$ cat src/gpb_pkg.sv
// constants and types shared by the general-purpose port bank
package gpb_pkg;

    // ----------------------------------------------------------------
    // register indices (byte address is four times the index)
    // ----------------------------------------------------------------
    localparam logic [9:0] IDX_P0_DIR = 10'h0b8; // port0_direction
    localparam logic [9:0] IDX_P1_DIR = 10'h0c1; // port1_direction
    localparam logic [9:0] IDX_P2_DIR = 10'h0c2; // port2_direction
    localparam logic [9:0] IDX_P5_DIR = 10'h0c5; // port5_direction
    localparam logic [9:0] IDX_P0_DATA = 10'h0d0; // port0_data
    localparam logic [9:0] IDX_P1_DATA = 10'h0d1; // port1_data
    localparam logic [9:0] IDX_P2_DATA = 10'h0d2; // port2_data
    localparam logic [9:0] IDX_P5_DATA = 10'h0d5; // port5_data
    localparam logic [9:0] IDX_P0_PULL = 10'h0e0; // port0_pullup, write only
    localparam logic [9:0] IDX_P1_PULL = 10'h0e1; // port1_pullup, write only
    localparam logic [9:0] IDX_P2_PULL = 10'h0e2; // port2_pullup, write only
    localparam logic [9:0] IDX_P5_PULL = 10'h0e5; // port5_pullup, write only
    localparam logic [9:0] IDX_DIR_BITOP = 10'h0f0; // single-bit direction set/clear

    // ----------------------------------------------------------------
    // field layout of the bit-operation register
    // ----------------------------------------------------------------
    localparam int BITOP_SEL_LSB = 0; // pin number, three bits
    localparam int BITOP_VAL_POS = 7; // new direction value

    // ----------------------------------------------------------------
    // pin map: pin number -> port and bit inside that port
    // ----------------------------------------------------------------
    localparam int NUM_PINS = 8;
    localparam logic [1:0] PORT_P0 = 2'h0;
    localparam logic [1:0] PORT_P1 = 2'h1;
    localparam logic [1:0] PORT_P2 = 2'h2;
    localparam logic [1:0] PORT_P5 = 2'h3;
    // pins 0..7: p0.0, p1.0, p1.1, p1.2, p1.3, p2.0, p2.1, p5.4
    localparam logic [7:0][1:0] PIN_PORT = {2'h3, 2'h2, 2'h2, 2'h1, 2'h1, 2'h1, 2'h1, 2'h0};
    localparam logic [7:0][2:0] PIN_BIT = {3'h4, 3'h1, 3'h0, 3'h3, 3'h2, 3'h1, 3'h0, 3'h0};
    localparam int INPUT_ONLY_PIN = 2; // shared with the external reset
    localparam int IRQ_PIN = 0; // shared with the external interrupt input
    localparam int ALT_PIN = 7; // shared with buzzer and pulse-width output

    // ----------------------------------------------------------------
    // reset values
    // ----------------------------------------------------------------
    localparam logic [7:0] DIR_RST = 8'h00;
    localparam logic [7:0] PULL_RST = 8'h00;
    localparam logic [7:0] DATA_RST = 8'h00;
    localparam logic [31:0] RDATA_RST = 32'h0000_0000;

    // register kinds reached by a bus access
    typedef enum logic [2:0] {
        KIND_NONE = 3'b000,
        KIND_DIR = 3'b001,
        KIND_DATA = 3'b010,
        KIND_PULL = 3'b011,
        KIND_BITOP = 3'b100
    } gpb_kind_e;

    // decoded bus address
    typedef struct packed {
        gpb_kind_e kind;
        logic [1:0] port;
    } gpb_decode_s;

    // all state of the port bank
    typedef struct packed {
        logic [7:0] dir; // per-pin direction, 1 = output
        logic [7:0] pull; // per-pin pull-up request
        logic [7:0] data; // per-pin output latch
        logic ready; // bus answer
        logic slvErr; // bus error answer
        logic [31:0] rdata; // bus read data
        logic [7:0] out; // pin output level
        logic [7:0] oe; // pin output enable
        logic [7:0] pu; // pin pull-up enable
        logic irqLevel; // level passed to the interrupt logic
    } gpb_state_s;

endpackage

$ cat src/gpb_pin_cell.sv
// per-pin control cell: direction, pull-up and shared-function muxing
module gpb_pin_cell #(
    parameter bit INPUT_ONLY = 1'b0
) (
    input wire logic dirBit,
    input wire logic pullBit,
    input wire logic dataBit,
    input wire logic altEn,
    input wire logic altVal,
    output logic drive,
    output logic driveEn,
    output logic pullEn
);

    // ----------------------------------------------------------------
    // output selection
    // ----------------------------------------------------------------
    // an input-only pin never drives and has no pull-up at all
    always_comb
    begin
        if (INPUT_ONLY)
        begin
            drive = 1'b0;
            driveEn = 1'b0;
            pullEn = 1'b0;
        end
        else if (altEn)
        begin
            // shared function owns the pin and forces it to output
            drive = altVal;
            driveEn = 1'b1;
            pullEn = 1'b0;
        end
        else
        begin
            drive = dataBit;
            driveEn = dirBit;
            // pull-up only helps an input; an output would fight it
            pullEn = pullBit & ~dirBit;
        end
    end

endmodule

$ cat src/gpb_port_bank.sv
// general-purpose port bank with apb register access
//
// Summary of operation
// - eight pins over ports 0, 1, 2, 5
// - direction bit 0 input, 1 output
// - pull-up bit 0 off, 1 on
// - pull-up acts only in input mode
// - input-only pin never driven, direction bit ignored
// - input-only pin has no pull-up
// - reset option selected: input-only bit reads 1
// - data read returns current pin levels
// - data write sets levels of output pins
// - single-bit direction set and clear supported
// - timer outputs off: shared pin is plain gpio
//
// The APB interface to the registers was left to the implementer.
module gpb_port_bank (
    input wire logic ref_clk,
    input wire logic reset,
    input wire logic clkEn,
    input wire logic psel,
    input wire logic penable,
    input wire logic pwrite,
    input wire logic [11:0] paddr,
    input wire logic [31:0] pwdata,
    output logic [31:0] prdata,
    output logic pready,
    output logic pslverr,
    input wire logic [7:0] pinIn,
    output logic [7:0] pinOut,
    output logic [7:0] pinOe,
    output logic [7:0] pullupEn,
    input wire logic extResetSel,
    input wire logic extIrqEnable,
    output logic extIrqInput,
    input wire logic counterEnable,
    input wire logic toggleOutEnable,
    input wire logic pwmOutEnable,
    input wire logic timerOut
);

    // ----------------------------------------------------------------
    // state and pin cells
    // ----------------------------------------------------------------
    gpb_pkg::gpb_state_s stReg; // registered state
    gpb_pkg::gpb_state_s stNext; // next state
    gpb_pkg::gpb_decode_s dec; // decoded address
    logic [7:0] cellDrive; // pin cell output level
    logic [7:0] cellOe; // pin cell output enable
    logic [7:0] cellPu; // pin cell pull-up
    logic [7:0] pinLevel; // level seen by software
    logic [7:0] altEnVec; // shared-function enable per pin
    logic altActive; // shared pin taken by the timer
    logic accessPhase; // apb access phase

    // shared pin goes to the timer while its toggle or pwm output runs
    assign altActive = pwmOutEnable | (counterEnable & toggleOutEnable);
    assign altEnVec = {altActive, 7'h00};
    assign accessPhase = psel & penable;

    // one cell per pin, the input-only pin gets the reduced cell
    genvar gi;
    generate
        for (gi = 0; gi < gpb_pkg::NUM_PINS; gi++)
        begin : g_pin
            gpb_pin_cell #(
                .INPUT_ONLY(gi == gpb_pkg::INPUT_ONLY_PIN)
            ) u_cell (
                .dirBit(stReg.dir[gi]),
                .pullBit(stReg.pull[gi]),
                .dataBit(stReg.data[gi]),
                .altEn(altEnVec[gi]),
                .altVal(timerOut),
                .drive(cellDrive[gi]),
                .driveEn(cellOe[gi]),
                .pullEn(cellPu[gi])
            );
        end
    endgenerate

    // ----------------------------------------------------------------
    // pin levels as seen by a data read
    // ----------------------------------------------------------------
    // with the external reset option the input-only pin is the reset
    // line, so its data bit is masked to the inactive level
    always_comb
    begin
        pinLevel = pinIn;
        if (extResetSel)
        begin
            pinLevel[gpb_pkg::INPUT_ONLY_PIN] = 1'b1;
        end
    end

    // ----------------------------------------------------------------
    // address decode
    // ----------------------------------------------------------------
    // low two address bits are ignored, every register is one word
    always_comb
    begin
        dec.kind = gpb_pkg::KIND_NONE;
        dec.port = gpb_pkg::PORT_P0;
        case (paddr[11:2])
            gpb_pkg::IDX_P0_DIR:
            begin
                dec.kind = gpb_pkg::KIND_DIR;
                dec.port = gpb_pkg::PORT_P0;
            end
            gpb_pkg::IDX_P1_DIR:
            begin
                dec.kind = gpb_pkg::KIND_DIR;
                dec.port = gpb_pkg::PORT_P1;
            end
            gpb_pkg::IDX_P2_DIR:
            begin
                dec.kind = gpb_pkg::KIND_DIR;
                dec.port = gpb_pkg::PORT_P2;
            end
            gpb_pkg::IDX_P5_DIR:
            begin
                dec.kind = gpb_pkg::KIND_DIR;
                dec.port = gpb_pkg::PORT_P5;
            end
            gpb_pkg::IDX_P0_DATA:
            begin
                dec.kind = gpb_pkg::KIND_DATA;
                dec.port = gpb_pkg::PORT_P0;
            end
            gpb_pkg::IDX_P1_DATA:
            begin
                dec.kind = gpb_pkg::KIND_DATA;
                dec.port = gpb_pkg::PORT_P1;
            end
            gpb_pkg::IDX_P2_DATA:
            begin
                dec.kind = gpb_pkg::KIND_DATA;
                dec.port = gpb_pkg::PORT_P2;
            end
            gpb_pkg::IDX_P5_DATA:
            begin
                dec.kind = gpb_pkg::KIND_DATA;
                dec.port = gpb_pkg::PORT_P5;
            end
            gpb_pkg::IDX_P0_PULL:
            begin
                dec.kind = gpb_pkg::KIND_PULL;
                dec.port = gpb_pkg::PORT_P0;
            end
            gpb_pkg::IDX_P1_PULL:
            begin
                dec.kind = gpb_pkg::KIND_PULL;
                dec.port = gpb_pkg::PORT_P1;
            end
            gpb_pkg::IDX_P2_PULL:
            begin
                dec.kind = gpb_pkg::KIND_PULL;
                dec.port = gpb_pkg::PORT_P2;
            end
            gpb_pkg::IDX_P5_PULL:
            begin
                dec.kind = gpb_pkg::KIND_PULL;
                dec.port = gpb_pkg::PORT_P5;
            end
            gpb_pkg::IDX_DIR_BITOP:
            begin
                dec.kind = gpb_pkg::KIND_BITOP;
            end
            default:
            begin
                dec.kind = gpb_pkg::KIND_NONE; // unmapped: error answer
            end
        endcase
    end

    // ----------------------------------------------------------------
    // next state
    // ----------------------------------------------------------------
    // a request is answered one cycle into the access phase; the write
    // lands on the edge that samples pready high; a master that keeps the
    // request up past that edge is answered again and writes a second time
    always_comb
    begin
        logic [31:0] rdVal;
        logic [2:0] selPin;
        rdVal = gpb_pkg::RDATA_RST;
        selPin = pwdata[gpb_pkg::BITOP_SEL_LSB +: 3];
        stNext = stReg;
        // read value assembled from the pins of the addressed port
        for (int i = 0; i < gpb_pkg::NUM_PINS; i++)
        begin
            if (gpb_pkg::PIN_PORT[i] == dec.port)
            begin
                case (dec.kind)
                    gpb_pkg::KIND_DIR: rdVal[gpb_pkg::PIN_BIT[i]] = stReg.dir[i];
                    gpb_pkg::KIND_DATA: rdVal[gpb_pkg::PIN_BIT[i]] = pinLevel[i];
                    default: rdVal[gpb_pkg::PIN_BIT[i]] = 1'b0; // pull-ups read as zero
                endcase
            end
        end
        if (clkEn)
        begin
            // pin outputs follow the registered controls
            stNext.out = cellDrive;
            stNext.oe = cellOe;
            stNext.pu = cellPu;
            stNext.irqLevel = extIrqEnable & pinIn[gpb_pkg::IRQ_PIN];
            if (accessPhase && !stReg.ready)
            begin
                // first access cycle: present the answer
                stNext.ready = 1'b1;
                stNext.slvErr = (dec.kind == gpb_pkg::KIND_NONE);
                stNext.rdata = pwrite ? gpb_pkg::RDATA_RST : rdVal;
            end
            else
            begin
                // completion edge or idle: drop the answer
                stNext.ready = 1'b0;
                stNext.slvErr = 1'b0;
                stNext.rdata = gpb_pkg::RDATA_RST;
                if (accessPhase && pwrite)
                begin
                    for (int i = 0; i < gpb_pkg::NUM_PINS; i++)
                    begin
                        if (gpb_pkg::PIN_PORT[i] == dec.port)
                        begin
                            case (dec.kind)
                                gpb_pkg::KIND_DIR: stNext.dir[i] = pwdata[gpb_pkg::PIN_BIT[i]];
                                gpb_pkg::KIND_PULL: stNext.pull[i] = pwdata[gpb_pkg::PIN_BIT[i]];
                                gpb_pkg::KIND_DATA: stNext.data[i] = pwdata[gpb_pkg::PIN_BIT[i]];
                                default: stNext.data[i] = stNext.data[i];
                            endcase
                        end
                    end
                    if (dec.kind == gpb_pkg::KIND_BITOP)
                    begin
                        // touches one direction bit, leaves the rest alone
                        stNext.dir[selPin] = pwdata[gpb_pkg::BITOP_VAL_POS];
                    end
                end
            end
            // the input-only pin keeps no control state of its own
            stNext.dir[gpb_pkg::INPUT_ONLY_PIN] = 1'b0;
            stNext.pull[gpb_pkg::INPUT_ONLY_PIN] = 1'b0;
            stNext.data[gpb_pkg::INPUT_ONLY_PIN] = 1'b0;
        end
    end

    // ----------------------------------------------------------------
    // state register
    // ----------------------------------------------------------------
    // reset wins over the clock enable so a frozen bank still clears
    always_ff @(posedge ref_clk)
    begin
        if (reset)
        begin
            stReg.dir <= gpb_pkg::DIR_RST;
            stReg.pull <= gpb_pkg::PULL_RST;
            stReg.data <= gpb_pkg::DATA_RST;
            stReg.ready <= 1'b0;
            stReg.slvErr <= 1'b0;
            stReg.rdata <= gpb_pkg::RDATA_RST;
            stReg.out <= 8'h00;
            stReg.oe <= 8'h00;
            stReg.pu <= 8'h00;
            stReg.irqLevel <= 1'b0;
        end
        else
        begin
            stReg <= stNext;
        end
    end

    // outputs straight from the state register
    assign prdata = stReg.rdata;
    assign pready = stReg.ready;
    assign pslverr = stReg.slvErr;
    assign pinOut = stReg.out;
    assign pinOe = stReg.oe;
    assign pullupEn = stReg.pu;
    assign extIrqInput = stReg.irqLevel;
endmodule

$ cat config.mk
export PLATFORM = sky130hd
export DESIGN_NAME = gpb_port_bank
export DESIGN_NICKNAME = d
export VERILOG_FILES = /design/src/gpb_pkg.sv /design/src/gpb_pin_cell.sv /design/src/gpb_port_bank.sv
export SDC_FILE = /design/constraint.sdc
export NUM_CORES = 1
export LEC_CHECK = 0
export BUFFER_PORTS_ARGS = -buffer_cell sky130_fd_sc_hd__clkbuf_2
export CORE_MARGIN = 8
export CORE_UTILIZATION = 51
export CTS_CLUSTER_SIZE = 28
export DETAILED_ROUTE_END_ITERATION = 10
export GPL_TIMING_DRIVEN = 1
export PLACE_DENSITY = 0.86
export SLEW_MARGIN = 20
export SYNTH_ARGS = -nofsm -noshare
export SYNTH_HDL_FRONTEND = slang
export SYNTH_SLANG_ARGS = --single-unit
export TNS_END_PERCENT = 20
$ cat constraint.sdc
create_clock -name ref_clk -period 4.1 [get_ports ref_clk]
set_input_delay 0.41 -clock ref_clk [delete_from_list [all_inputs] [get_ports ref_clk]]
set_output_delay 0.41 -clock ref_clk [all_outputs]
set_load 0.01 [all_outputs]
==> run summary <==
The critical path in this run is classified as reg -> reg. The share of the Yosys chip area taken by registers is 35.6%. The worst register-to-register path begins at pready. In this run the tightest slew margin relative to its limit is 37.3%.

For this run, the detailed router's first-pass iteration total came to 5. Quantity of I/O buffers inserted on ports: 64. For the number of antenna violations at the first check in global routing, the log shows 0. Together, buffers and inverters on the worst path number 0.

For the source-to-sink clock delay at the later pin of the worst-skew pair, the log shows 0.30 ns. For the worst setup path, the data arrival time is 2.22 ns. The wire-length estimate of the detail-placed layout is 5440 um. Sequential cell area: 1000 um2. For the overflow left after global routing, the log shows 0. After the first detailed-routing iteration, the DRC count stood at 235.

The area growth from synthesis to layout is 9.61%, and the depth of the worst register-to-register path is 5. In this run, synthesis inferred 0 flip-flops with an integrated enable. The tools report the terminating pin of the worst hold path as extIrqInput. No sink is reached through more buffers than the 2 on the longest clock path. The run gives 0.00581 ns as the worst clock skew on the final layout. Of the cells placed in the final design, the portion with a size suffix greater than 1 is 24.7%. 0 antenna diodes ended up in the layout.

The clock-pin slew on the worst setup and hold paths was 0.10 ns; the reported leakage power was 0.00136 uW. The proportion of netlist area held by the largest area contributor works out to 35.6%. Library cell occupying the most area in the post-synthesis netlist: sky130_fd_sc_hd__dfxtp_1. The fill cell instance count of the final layout is 525, and the detail-routed via count per cell is 5.56. The flow ran to the end, and the final reports show no timing, DRC or antenna violations. The tools report the beginning of the critical path as pready. The worst hold path belongs to the class in -> reg. The cell sitting at the root of the clock tree is a sky130_fd_sc_hd__clkbuf_8. Entering global routing, the biggest net connects 48 pins.

The power per standard cell area was 286 nW/um2. TritonCTS built the clock tree. The multi-input gate area in the final layout was 1550 um2.

The number of endpoints failing setup at the final stage was 0. The tools report the smallest hold slack as 0.364 ns. The setup check on the worst reg-to-reg path leaves a slack of 2.05 ns. The tools report the kind of start point of the critical path as a register. The post-synthesis cell area came out at 2810 um2. Most common cell after layout, fill and taps aside: sky130_fd_sc_hd__clkbuf_2. The category of cells accounting for the largest share of critical-path delay is simple AND/OR/NAND/NOR gates. At the pin with the least slew margin, the transition time is 0.940 ns. During I/O placement, the number of pins put on the boundary was 123. The floorplan step defined a die boundary enclosing 8140 um2. The worst hold path passes through 3 cells.

The number of post-CTS setup repair buffers was 0; the number of unique standard cell types used by synthesis was 64. Of all nets on the critical path, the largest fanout is 6. After floorplanning, the core was divided into 27 placement rows. The share of the clock period used by the worst path was 50.0%; the endpoint required time on the critical path was 4.27 ns.

The vertical extent of the die is 90.2 um, and the post-synthesis average cell area is 8.95 um2. The worst register-to-register path ends at stReg[71]. Walking the worst path, the cells encountered are nand2_2, nor4b_1, nand4_2, mux2i_1, nor2_1. The via count of the first global-routing pass is 2,335.

Master of the slowest instance on the critical path: sky130_fd_sc_hd__nor4b_1. In this run the remaining antenna-violating nets after routing total 0. For this run, the top clock speed supported by timing is 0.488 GHz. For this run, the number of Yosys warnings is 0. Max-cap violations in this run came to 0. After detailed routing, the number of remaining DRC violations is 0.

For the sum of negative setup slack, the log shows 0 ns. Buffers inserted to repair hold after CTS numbered 0. The flip-flop cell with the highest count after synthesis was sky130_fd_sc_hd__dfxtp_1.

The initial utilization of the core area, before any placement, comes to 52.0%. The logs give 0.932 for the routability congestion estimate from global placement and 11,800 um for the global-route wire length before repair. The final routed wirelength across all metal layers is 7160 um. After detailed routing, the average wire length per cell comes to 16.2 um. The tools report the total of cells resized after clock tree synthesis as 0. The final critical path time including I/O delays and setup was 2.05 ns. Synthesis produced 314 cells. Clock tree synthesis inserted a total of 5 buffers. In this run the number of H-tree levels came out at 2.

The top cell types in the final layout, fill and taps aside, are sky130_fd_sc_hd__clkbuf_2 (64), sky130_fd_sc_hd__dfxtp_1 (50), sky130_fd_sc_hd__nor2_1 (46), sky130_fd_sc_hd__conb_1 (30), sky130_fd_sc_hd__mux2i_1 (27). The startpoint of the most critical hold path was extIrqEnable. On the worst path, the slowest cell contributes a delay of 0.78 ns.

The final number of max-transition violations was 0. In this run, synthesis produced a sequential element count of 50. The run gives 50 as the clock sink count. Sorting the synthesized cells by area gives the leading types as sky130_fd_sc_hd__dfxtp_1 (36%), sky130_fd_sc_hd__mux2i_1 (9.6%), sky130_fd_sc_hd__buf_4 (8.8%), sky130_fd_sc_hd__nor2_1 (6.1%), sky130_fd_sc_hd__a21oi_1 (3.0%). The region available for standard cell placement spans 5410 um2. In this run the horizontal extent of the chip is 90.2 um.

The all-layer global routing usage is 17.1%. The routed layout has 2,451 vias. Counting flops with an async set or reset pin after synthesis yields a share of 0%. IR analysis of the VDD net gives a maximum drop of 0.000237 V. The worst setup path is captured at a register. The number of nets at the end of the flow came out at 432. Setup repair after global routing left no endpoint under its margin.

For the final hold violation count, the log shows 0.
## routing by layer
layer  share of wire (%)  vias up  GRT usage [%]
met1                  43     1162           21.3
met3                 8.3        6           5.49
met5                   0        -              0
met4                0.77        0           3.74
li1                    -     1173              -
met2                  48      110           28.0
## power by group
| part | switching [uW] | total (uW) | leakage, uW | internal [uW] |
|---|---|---|---|---|
| Clock | 170 | 293 | 0.0000447 | 123 |
| Combinational | 66.5 | 97.7 | 0.000912 | 31.2 |
| Sequential | 1.65 | 489 | 0.000403 | 488 |
## stage by stage
stage               instances  worst slack [ns]  instance area, um2  utilization [%]  total power [uW]
floorplan                 343              2.30                2920                -               587
global placement          433              1.94                2990             55.3               595
detailed placement        433              1.91                2990             55.3               596
CTS                       441              2.10                3080             57.0               885
global route              441              1.94                3080             57.0               917
finish                    441              2.05                3080             57.0               880
## sequential cells by signal (all words and copies together), names as in the netlist
name,cells
stReg,21
prdata,5
extIrqInput,1
pready,1
pinOut,7
pullupEn,7
pinOe,7
pslverr,1
## logic make-up after synthesis
group / share of synthesized area, %
multiplexers: 10.4
buffers and inverters: 13.3
AO/OA/AOI/OAI: 13.8
AND/OR/NAND/NOR: 26.4
other: 0.133
flip-flops: 35.6
XOR/XNOR: 0.312
## worst max path at each step
stage | endpoint | cells past startpoint
floorplan | stReg[65] | 6
global placement | stReg[64] | 6
detailed placement | stReg[64] | 6
CTS | stReg[71] | 5
global route | stReg[73] | 5
finish | stReg[71] | 5
## worst min-delay path, delay by kind of cell
family | cells | cell delay [ns]
AOI/OAI and AO/OA | 1 | 0.06
buffers and inverters | 1 | 0.08
and+or+nand+nor | 1 | 0.07
## Yosys cell counts, types with 2 or more instances
library cell,instances
sky130_fd_sc_hd__dfxtp_1,50
sky130_fd_sc_hd__nor2_1,46
sky130_fd_sc_hd__buf_4,33
sky130_fd_sc_hd__mux2i_1,27
sky130_fd_sc_hd__nand2_1,18
sky130_fd_sc_hd__a21oi_1,17
sky130_fd_sc_hd__nand3_1,13
sky130_fd_sc_hd__clkbuf_1,8
sky130_fd_sc_hd__nor3_1,8
sky130_fd_sc_hd__nand3b_1,6
sky130_fd_sc_hd__nor2b_1,6
sky130_fd_sc_hd__a221oi_1,4
sky130_fd_sc_hd__inv_1,4
sky130_fd_sc_hd__or3_1,4
sky130_fd_sc_hd__a211oi_1,3
sky130_fd_sc_hd__a31oi_1,3
sky130_fd_sc_hd__and4b_1,3
sky130_fd_sc_hd__clkbuf_8,3
sky130_fd_sc_hd__nand4b_1,3
sky130_fd_sc_hd__o21ai_0,3
sky130_fd_sc_hd__o221a_1,3
sky130_fd_sc_hd__a211oi_4,2
sky130_fd_sc_hd__and3_1,2
sky130_fd_sc_hd__nand4_1,2
sky130_fd_sc_hd__nor3b_2,2
sky130_fd_sc_hd__nor4b_1,2
sky130_fd_sc_hd__o221ai_1,2
## cell type report
type                       instances  share of cell area (%)
inverter                           4                   0.487
sequential                        50                    32.5
tap                               72                    2.92
clock buffer                       5                    2.23
clock inverter                     3                   0.812
multi-input combinational        241                    50.2
timing repair buffer              66                    10.9
(Power assumes the default switching activity.)
